<file path="src/hw/suc_pkg.sv">
package suc_pkg;
  localparam logic [7:0] OP_BUF_READ   = 8'h1D;
  localparam logic [7:0] OP_DELAY      = 8'hDD;
  localparam logic [7:0] OP_SUPPLY_ON  = 8'hCC;
  localparam logic [7:0] OP_SUPPLY_OFF = 8'hBB;
  localparam logic [7:0] BUF_READ_FILL = 8'hFF;
  localparam int         DLY_EXP_LSB   = 0;
  localparam int         DLY_EXP_W     = 4;
  localparam int         ISO_LSB       = 4;
  localparam int         LVL_LSB       = 0;
  localparam int         NUM_PINS      = 4;
  localparam int         CLK_MHZ       = 125;
  localparam int         MS_NS         = 1000000;
  localparam int         CLK_NS        = 8;
  localparam logic [16:0] MS_CYCLES    = 17'(MS_NS / CLK_NS);
  localparam logic [7:0] BYTE_ZERO     = 8'h00;

  typedef struct packed {
    logic       valid;
    logic [7:0] opcode;
    logic [7:0] param;
  } suc_cmd_t;

  typedef struct packed {
    logic       valid;
    logic [7:0] data;
  } suc_result_t;

  typedef enum logic [2:0] {
    SUC_IDLE  = 3'b001,
    SUC_DELAY = 3'b010,
    SUC_DONE  = 3'b100
  } suc_state_t;
endpackage : suc_pkg

</file>
<file path="src/hw/suc_utility.sv">
// Notes on behaviour
// RULE_01: host sends 1Dh with FFh parameter byte
// RULE_02: isolation bit 0 isolated, 1 enabled
// RULE_03: level bit reports sampled pin level
// RULE_04: level meaningful only for enabled buffers
// RULE_05: free pins only; no effect in four-wire mode
// RULE_06: ignore host traffic; strong pullup held active
// RULE_07: delay opcode DDh, exponent in bits 3:0
// RULE_08: pause two to exponent milliseconds
// RULE_09: CCh switches peripheral supply on
// RULE_10: supply released when sequence duration ends
// RULE_11: host adds delays to hold supply longer
// RULE_12: BBh switches peripheral supply off
// RULE_13: reserved bits ignored; next opcode after delay
module suc_utility
(
  input  wire logic                 ref_clk,
  input  wire logic                 rst_b,
  input  wire suc_pkg::suc_cmd_t    cmd,
  output logic                      cmd_ready,
  output suc_pkg::suc_result_t      result,
  input  wire logic                 seq_active,
  input  wire logic                 four_wire_mode,
  input  wire logic [3:0]           pin_free,
  input  wire logic [3:0]           pin_buf_en,
  input  wire logic [3:0]           pin_level,
  output logic                      host_accept,
  output logic                      strong_pullup,
  output logic                      peripheral_supply_output,
  output logic                      peripheral_supply_oe_b
);
  import suc_pkg::*;

  suc_state_t  state_r,   state_nxt;
  // one millisecond is a fixed count of clocks; a faster clock would need a wider counter
  logic [16:0] ms_cnt_r,  ms_cnt_nxt;
  // milliseconds still to run; sixteen bits hold two to the fifteenth
  logic [15:0] ms_left_r, ms_left_nxt;
  logic        supply_r,  supply_nxt;
  suc_result_t res_r,     res_nxt;
  logic        busy;
  logic [7:0]  buf_byte;
  wire  [3:0]  iso_bits;
  wire  [3:0]  lvl_bits;

  // decoding of a taken opcode, shared by the checks below
  function automatic logic op_taken(input suc_cmd_t c, input logic rdy, input logic [7:0] op);
    return c.valid && rdy && (c.opcode == op);
  endfunction : op_taken

  // only free pins report; claimed pins read as isolated and low
  for (genvar pin = 0; pin < NUM_PINS; pin++)
  begin : g_pin
    assign iso_bits[pin] = pin_buf_en[pin] & pin_free[pin];   // [RULE_02] [RULE_05]
    // an isolated buffer gives no level, so a floating pin never shows up as high
    assign lvl_bits[pin] = pin_level[pin] & iso_bits[pin];    // [RULE_03] [RULE_04]
  end : g_pin

  always_comb
  begin
    buf_byte                      = BYTE_ZERO;
    buf_byte[ISO_LSB +: NUM_PINS] = iso_bits;
    buf_byte[LVL_LSB +: NUM_PINS] = lvl_bits;
  end

  assign busy          = (state_r != SUC_IDLE) || cmd.valid;
  assign cmd_ready     = (state_r == SUC_IDLE);
  assign host_accept   = !busy;            // [RULE_06]
  assign strong_pullup = busy;             // [RULE_06]
  assign result        = res_r;
  assign peripheral_supply_output = supply_r;
  // released (high impedance) whenever the supply is not switched on
  assign peripheral_supply_oe_b   = !supply_r;

  always_comb
  begin
    state_nxt   = state_r;
    ms_cnt_nxt  = ms_cnt_r;
    ms_left_nxt = ms_left_r;
    supply_nxt  = supply_r;
    res_nxt     = '{valid: 1'b0, data: BYTE_ZERO};
    unique case (state_r)
      SUC_IDLE:
      begin
        if (cmd.valid)
        begin
          state_nxt = SUC_DONE;
          unique case (cmd.opcode)
            OP_BUF_READ:
            begin
              // four-wire mode leaves the parameter byte untouched
              if (four_wire_mode)                                // [RULE_05]
                res_nxt = '{valid: 1'b1, data: cmd.param};
              else                                               // [RULE_01]
                res_nxt = '{valid: 1'b1,
                            data: buf_byte};
            end
            OP_DELAY:
            begin
              // upper nibble is reserved and never enters the count
              state_nxt   = SUC_DELAY;                           // [RULE_07] [RULE_13]
              ms_cnt_nxt  = MS_CYCLES - 17'h00001;
              ms_left_nxt = 16'h0001 << cmd.param[DLY_EXP_LSB +: DLY_EXP_W]; // [RULE_08]
            end
            OP_SUPPLY_ON:  supply_nxt = 1'b1;                    // [RULE_09]
            OP_SUPPLY_OFF: supply_nxt = 1'b0;                    // [RULE_12]
            default:       state_nxt = SUC_DONE;
          endcase
        end
      end
      SUC_DELAY:
      begin
        if (ms_cnt_r == 17'h00000)
        begin
          ms_cnt_nxt  = MS_CYCLES - 17'h00001;
          ms_left_nxt = ms_left_r - 16'h0001;
          if (ms_left_r == 16'h0001)
            state_nxt = SUC_DONE;                                // [RULE_13]
        end
        else
          ms_cnt_nxt = ms_cnt_r - 17'h00001;
      end
      SUC_DONE: state_nxt = SUC_IDLE;
      default:  state_nxt = SUC_IDLE;
    endcase
    // sequence end outranks an on opcode in the same cycle, so the rail never outlives it
    if (!seq_active)
      supply_nxt = 1'b0;                                         // [RULE_10]
  end

  always_ff @(posedge ref_clk or negedge rst_b)
  begin
    if (!rst_b)
    begin
      state_r   <= SUC_IDLE;
      ms_cnt_r  <= 17'h00000;
      ms_left_r <= 16'h0000;
      supply_r  <= 1'b0;
      res_r     <= '{valid: 1'b0, data: BYTE_ZERO};
    end
    else
    begin
      state_r   <= state_nxt;
      ms_cnt_r  <= ms_cnt_nxt;
      ms_left_r <= ms_left_nxt;
      supply_r  <= supply_nxt;
      res_r     <= res_nxt;
    end
  end

  a_supply_on: assert property (@(posedge ref_clk) disable iff (!rst_b) // [RULE_09]
    op_taken(cmd, cmd_ready, OP_SUPPLY_ON) && seq_active
    |=> peripheral_supply_output)
    else $error("supply not on after on opcode");
  a_supply_off: assert property (@(posedge ref_clk) disable iff (!rst_b) // [RULE_12]
    op_taken(cmd, cmd_ready, OP_SUPPLY_OFF)
    |=> !peripheral_supply_output)
    else $error("supply not off after off opcode");
  a_supply_release: assert property (@(posedge ref_clk) disable iff (!rst_b) // [RULE_10]
    !seq_active |=> peripheral_supply_oe_b)
    else $error("supply still driven after sequence end");
  a_oe_track: assert property (@(posedge ref_clk) disable iff (!rst_b) // [RULE_10]
    peripheral_supply_oe_b == !peripheral_supply_output)
    else $error("supply enable and level disagree");
  // the rail stays up across other opcodes, delays included, until switched off or the sequence ends
  a_supply_hold: assert property (@(posedge ref_clk) disable iff (!rst_b) // [RULE_09]
    peripheral_supply_output && seq_active && !op_taken(cmd, cmd_ready, OP_SUPPLY_OFF)
    |=> peripheral_supply_output)
    else $error("supply dropped without off opcode");

  a_busy_ignore: assert property (@(posedge ref_clk) disable iff (!rst_b) // [RULE_06]
    (state_r == SUC_DELAY) |-> !host_accept && strong_pullup)
    else $error("host traffic accepted while busy");
  a_take_busy: assert property (@(posedge ref_clk) disable iff (!rst_b) // [RULE_06]
    (cmd.valid || (state_r != SUC_IDLE)) |-> (!host_accept && strong_pullup))
    else $error("host traffic accepted while a command runs");

  a_read_iso: assert property (@(posedge ref_clk) disable iff (!rst_b) // [RULE_02]
    op_taken(cmd, cmd_ready, OP_BUF_READ) && !four_wire_mode
    |=> result.valid && result.data[ISO_LSB +: NUM_PINS] == $past(pin_buf_en & pin_free))
    else $error("isolation bits wrong");
  a_read_lvl: assert property (@(posedge ref_clk) disable iff (!rst_b) // [RULE_03]
    op_taken(cmd, cmd_ready, OP_BUF_READ) && !four_wire_mode
    |=> result.data[LVL_LSB +: NUM_PINS] == $past(pin_level & pin_buf_en & pin_free))
    else $error("level bits wrong");
  // in four-wire mode the byte goes back as it came
  a_read_spi: assert property (@(posedge ref_clk) disable iff (!rst_b) // [RULE_05]
    op_taken(cmd, cmd_ready, OP_BUF_READ) && four_wire_mode
    |=> result.data == $past(cmd.param))
    else $error("read changed byte in four-wire mode");
  a_read_only: assert property (@(posedge ref_clk) disable iff (!rst_b) // [RULE_02]
    result.valid |-> $past(op_taken(cmd, cmd_ready, OP_BUF_READ)))
    else $error("result byte without read opcode");
  a_read_ready: assert property (@(posedge ref_clk) disable iff (!rst_b) // [RULE_06]
    op_taken(cmd, cmd_ready, OP_BUF_READ) |=> !cmd_ready ##1 cmd_ready)
    else $error("read did not hold off the next opcode");

  a_delay_min: assert property (@(posedge ref_clk) disable iff (!rst_b) // [RULE_13]
    op_taken(cmd, cmd_ready, OP_DELAY)
    |=> (state_r == SUC_DELAY) [*8])
    else $error("delay ended early");
  // upper nibble of the parameter must never reach the count
  a_delay_load: assert property (@(posedge ref_clk) disable iff (!rst_b) // [RULE_08] [RULE_13]
    op_taken(cmd, cmd_ready, OP_DELAY)
    |=> (ms_left_r == (16'h0001 << $past(cmd.param[DLY_EXP_LSB +: DLY_EXP_W])))
        && (ms_cnt_r == MS_CYCLES - 17'h00001))
    else $error("delay loaded with wrong length");
  a_ms_hold: assert property (@(posedge ref_clk) disable iff (!rst_b) // [RULE_13]
    (state_r == SUC_DELAY) && (ms_cnt_r != 17'h00000)
    |=> (state_r == SUC_DELAY) && (ms_cnt_r == $past(ms_cnt_r) - 17'h00001))
    else $error("delay left before the millisecond ran out");
  a_ms_reload: assert property (@(posedge ref_clk) disable iff (!rst_b) // [RULE_08]
    (state_r == SUC_DELAY) && (ms_cnt_r == 17'h00000)
    |=> (ms_cnt_r == MS_CYCLES - 17'h00001)
        && (ms_left_r == $past(ms_left_r) - 16'h0001))
    else $error("millisecond count not reloaded");
  a_delay_end: assert property (@(posedge ref_clk) disable iff (!rst_b) // [RULE_13]
    (state_r == SUC_DELAY) && (ms_cnt_r == 17'h00000) && (ms_left_r == 16'h0001)
    |=> (state_r == SUC_DONE) ##1 cmd_ready)
    else $error("next opcode not allowed after delay");
endmodule : suc_utility

</file>
<file path="config.mk">
export PLATFORM = sky130hd
export DESIGN_NAME = suc_utility
export DESIGN_NICKNAME = d
export VERILOG_FILES = /design/src/hw/suc_pkg.sv /design/src/hw/suc_utility.sv
export SDC_FILE = /design/constraint.sdc
export NUM_CORES = 1
export LEC_CHECK = 0
export BUFFER_PORTS_ARGS = -buffer_cell sky130_fd_sc_hd__buf_2
export CAP_MARGIN = 20
export CORE_MARGIN = 8
export CORE_UTILIZATION = 35
export CTS_BUF_LIST = sky130_fd_sc_hd__clkbuf_16
export DETAILED_ROUTE_END_ITERATION = 8
export MAX_ROUTING_LAYER = met4
export PLACE_DENSITY = 0.59
export RECOVER_POWER = 100
export SLEW_MARGIN = 20
export SYNTH_ARGS = -nofsm -noshare
export SYNTH_HDL_FRONTEND = slang
export SYNTH_SLANG_ARGS = --single-unit
export TNS_END_PERCENT = 50
</file>
<file path="constraint.sdc">
create_clock -name ref_clk -period 1.9 [get_ports ref_clk]
set_input_delay 0.285 -clock ref_clk [delete_from_list [all_inputs] [get_ports ref_clk]]
set_output_delay 0.285 -clock ref_clk [all_outputs]
set_load 0.05 [all_outputs]
</file>
======== Word-level counts from Yosys, hierarchy flattened ========
Cells that the tools add are included.
storage, ports and cells
  register bits ........................... 46
  input port bits ......................... 33
  output and inout port bits .............. 14
  logic and storage cells ................. 62
cells by class
  add/sub/neg operators ................... 2
  eq/ne operators ......................... 15
  shift-type cells ........................ 1
  multiplexer cells ....................... 21
  bitwise logic cells ..................... 8
  reductions and logical operators ........ 9
operator list
  operator                                                number
  2-to-1 mux 17 bit                                       3
  2-to-1 mux 16 bit                                       3
  one-hot mux 17 bit (2 select lines)                     1
  one-hot mux 16 bit (2 select lines)                     1
  2-to-1 mux 9 bit                                        3
  == test 8 bit (second input constant)                   3
  logical NOT 17 bit                                      1
  subtractor 17 x 1 -> 17 bit (second input constant)     1
  == test 16 x 1 -> 1 bit (second input constant)         1
  left shift 1 x 4 -> 16 bit (first input constant)       1
  subtractor 16 x 1 -> 16 bit (second input constant)     1
  2-to-1 mux 3 bit                                        4
  inequality test 2 bit (second input constant)           5
  AND reduction 3 bit                                     3
  AND 1 bit                                               8
  == test 8 x 5 -> 1 bit (second input constant)          1
  2-to-1 mux 8 bit                                        1
  inequality test 3 x 1 -> 1 bit (second input constant)  2
  one-hot mux 3 bit (2 select lines)                      1
  AND reduction 4 bit                                     1
  == test 3 x 1 -> 1 bit (second input constant)          1
  == test 3 x 2 -> 1 bit (second input constant)          1
  2-to-1 mux 1 bit                                        3
  logical NOT 1 bit                                       2
  4 further kinds                                         4

======== Longest topological paths before layout ========
  depth in word-level cells ............... 6
  gate-level depth with buffers ........... 9
  depth with buffers taken out ............ 7

======== Worst setup path before layout ========
Ideal clock, no wire load.
  path type ............................... flip-flop to output port
  from .................................... reg state_r[0]
  to ...................................... out host_accept
  data arrival time ....................... 2.416 ns
  slack ................................... -0.801 ns
  stages on the path, launching flop included .. 4
  cell sequence ........................... dfstp_2 -> nor3b_2 -> nand2b_1 -> inv_1
on the way
  word-level cells in the longest chain between the ends .. 3
RTL lines
  what                            RTL line            source
  start, declared                 suc_utility.sv:34   suc_state_t state_r, state_nxt;
  start signal, assigned          suc_utility.sv:143  state_r <= state_nxt;
  inequality test 3 x 1 -> 1 bit  suc_utility.sv:66   assign busy = (state_r != SUC_IDLE) || cmd.valid;
  logical OR 1 bit                suc_utility.sv:66
  via strong_pullup               suc_utility.sv:28   output logic strong_pullup,
  logical NOT 1 bit               suc_utility.sv:68   assign host_accept = !busy;
  end, declared                   suc_utility.sv:27   output logic host_accept,
The timed path passes the listed nets, and every way through them passes these cells.

======== Worst setup path in the final report ========
  from .................................... reg ms_left_r[9]
  to ...................................... reg ms_left_r[13]
on the way
  word-level cells in the longest chain between the ends .. 3
RTL lines
  what                                 RTL line            source
  start, declared                      suc_utility.sv:38   logic [15:0] ms_left_r, ms_left_nxt;
  start signal, assigned               suc_utility.sv:145  ms_left_r <= ms_left_nxt;
  subtractor 16 x 1 -> 16 bit          suc_utility.sv:116  ms_left_nxt = ms_left_r - 16'h0001;
  2-to-1 mux 16 bit                    suc_utility.sv:113  if (ms_cnt_r == 17'h00000)
  one-hot mux 16 bit (2 select lines)  suc_utility.sv:82   unique case (state_r)
No other way between the ends. The select of a mux whose other input is x is not followed.
A chain may end at the register's enable or synchronous reset.

==> impl_metrics.yaml <==
sta:
  slew_violations: 0
  min_period_over_period_pct: 99.0
  tightest_slew_ns: 1.22
  slew_headroom_pct: 18.6
  finalHoldViolCount: 0
  max_freq_mhz: 532
  setup_viol: 0
  rsz0062_at_grt: "yes"
  fin_crit_ns: 1.88
  clock_skew_ns: 0.00538
  fin_tns_setup_ns: 0
  holdWs_ns: 0.174
global_routing:
  grt_max_degree: 22
  grt_overflow: 0
  grt_pass1_vias: 2639
  track_usage_pct: 14.0
  grt_pass1_wl_um: 12600
  antenna_found_initial: 0
finish:
  nets: 441
  final_common_cell: "buf_4"
  drive_above_1_share_pct: 34.3
  num_antenna_cells: 0
  layout_common_cells: "57 x buf_4, 45 x dfrtp_1, 32 x buf_2, 30 x nand2_1, 29 x nor2_1"
  areaGrowthSynthToFinish_pct: 39.0
power:
  vdd_drop_max_v: 0.000357
  p_leak_nw: 1.60
  powerDensity_mw_per_mm2: 677
critical_path:
  endpoint_kind: "flop"
  worstPathRequired_ns: 2.12
  reg2reg_depth: 5
  crit_arrival_ns: 2.10
  path_class: "reg -> reg"
  regToRegStartpoint: "ms_left_r[9]"
  path_max_fanout: 3
  r2r-end: "ms_left_r[13]"
  r2r_slack_ns: 0.02
  critPathLaunchType: "flop"
worst_hold_path:
  min_path_cells: 2
  min-delay-start: "cmd[16]"
  min_to: "state_r[0]"
  hp-class: "in -> reg"
synth:
  synth-async-reset-ratio_pct: 100
  yosysSeqAreaShare_pct: 42.5
  syn_area_mm2: 0.00271
  ys_warn_count: 0
  synthCells: 306
  synth-seq-cells: 46
  synth-edff-count: 0
  syn-num-nets: 343
  synth.distinct_cells: 57
  syn_area_per_cell_um2: 8.85
  ys.flop_type: "dfrtp_1"
die:
  coreArea_mm2: 0.00761
  die_y_um: 104
  fp.dieW_um: 104
  num_rows: 32
  io_pins: 47
  start_util_pct: 35.6
  dieArea_mm2: 0.0108
run_status:
  run_status: "finished clean"
detailed_routing:
  viasPerCell: 5.38
  num_vias: 2729
  drcViolationCount: 0
  routed_wire_length_per_instance_um: 15.0
  drt_iter0_markers: 107
  dr.pass1.iters: 4
  routed_wirelength_um: 7610
  antenna_left: 0
cts:
  clock_latency_ns: 0.29
  h-tree-depth: 2
  clock_sinks: 46
  clockBufferDepth: 2
  cts_inserted_buffers: 5
  cts.clk_slew.worst_paths_ns: 0.07
  cts_tree: "built"
  cts_root_buffer: "clkbuf_16"
placed_design:
  numPortBuffers: 46
  gp_congestion: 0.857
  dp_hpwl_um: 5690
flow_run:
  drv_cap: 0
-- critical path, stage by stage (launching register included) --
cell	delay, ns
dfrtp_1	0.43
or4_4	0.56
or3_4	0.38
o31ai_4	0.22
a21oi_1	0.11
a21oi_1	0.12
-- worst max-delay path by stage --
stage / startpoint / to / slack [ns] / depth (start not counted)
after floorplan: state_r[0] / ms_cnt_r[11] / -0.28 / 6
after global placement: ms_cnt_r[0] / ms_left_r[14] / -0.05 / 7
after detailed placement: ms_cnt_r[0] / ms_left_r[14] / -0.08 / 7
after CTS: ms_cnt_r[0] / ms_left_r[14] / -0.01 / 7
after global routing: ms_cnt_r[5] / ms_cnt_r[13] / -0.04 / 6
final: ms_left_r[9] / ms_left_r[13] / 0.02 / 5
-- stage by stage --
stage | instance area [um^2] | setup slack [ns] | util (%) | power [mW] | cells
2_1_floorplan | 2770 | -0.280 | - | 1.36 | 306
3_3_place_gp | 3440 | -0.0502 | 45.2 | 1.55 | 494
3_5_place_dp | 3440 | -0.0777 | 45.2 | 1.55 | 494
4_1_cts | 3650 | -0.0120 | 47.9 | 2.55 | 504
5_1_grt | 3760 | -0.0422 | 49.5 | 2.65 | 507
6_report | 3760 | 0.0190 | 49.5 | 2.55 | 507
-- logic make-up (layout without fill, tap and decap cells) --
kind of cell / after synthesis / in the layout / synth area share (%)
and+or+nand+nor: 150 / 150 / 31.3
AOI/OAI and AO/OA: 78 / 78 / 18.3
DFF: 46 / 46 / 42.5
buffers and inverters: 24 / 123 / 4.16
adders and majority gates: 4 / 4 / 1.85
xor gates and xnor gates: 3 / 3 / 0.970
muxes: 1 / 1 / 0.831
-- sequential cells by signal, indices dropped and copies added (netlist names) --
name and count:
ms_left_r 16, state_r 3, result 9, peripheral_supply_output 1, ms_cnt_r 17
-- where the power goes --
group / internal (mW) / total, mW / switching, mW / leakage (nW)
Combinational: 0.191 / 0.480 / 0.290 / 0.957
Clock: 0.616 / 0.996 / 0.379 / 0.0812
Sequential: 1.03 / 1.07 / 0.0426 / 0.561
-- synth_stat cells, types with 6 or more instances --
master | instances | share of area, %
nand2_1 | 33 | 4.6
nor2_1 | 30 | 4.2
o21ai_0 | 19 | 3.5
nand3_1 | 10 | 1.8
nor4_1 | 9 | 2.1
buf_2 | 6 | 1.1
dfrtp_1 | 45 | 42
a21oi_1 | 24 | 4.4
clkbuf_1 | 6 | 0.83
inv_1 | 8 | 1.1
nor3_1 | 19 | 3.5
nand4_1 | 8 | 1.8
nor3b_1 | 8 | 2.2
-- final cells by class --
cell class	instances	area, um^2
Multi-Input combinational cell	236	1580
Sequential cell	46	1150
Timing Repair Buffer	107	702
Clock buffer	5	125
Inverter	8	33.8
Fill cell	722	3840
Tap cell	102	128
Clock inverter	3	41.3
-- timing repair --
item	4_1_cts	5_1_grt
hold buffers	1	0
endpoints found under the hold margin	18	0
setup buffers	1	3
resized for setup	3	30
setup endpoints to repair	14	31
pin swaps	1	9
-- layer usage --
layer / up-vias / wire (um) / GRT usage (%)
li1: 1339 / - / -
met1: 1291 / 3490 / 17.9
met2: 84 / 3460 / 21.2
met3: 15 / 523 / 4.03
met4: 0 / 133 / 3.93
met5: - / 0 / -
Note: power is estimated with default switching activity, not from simulation.
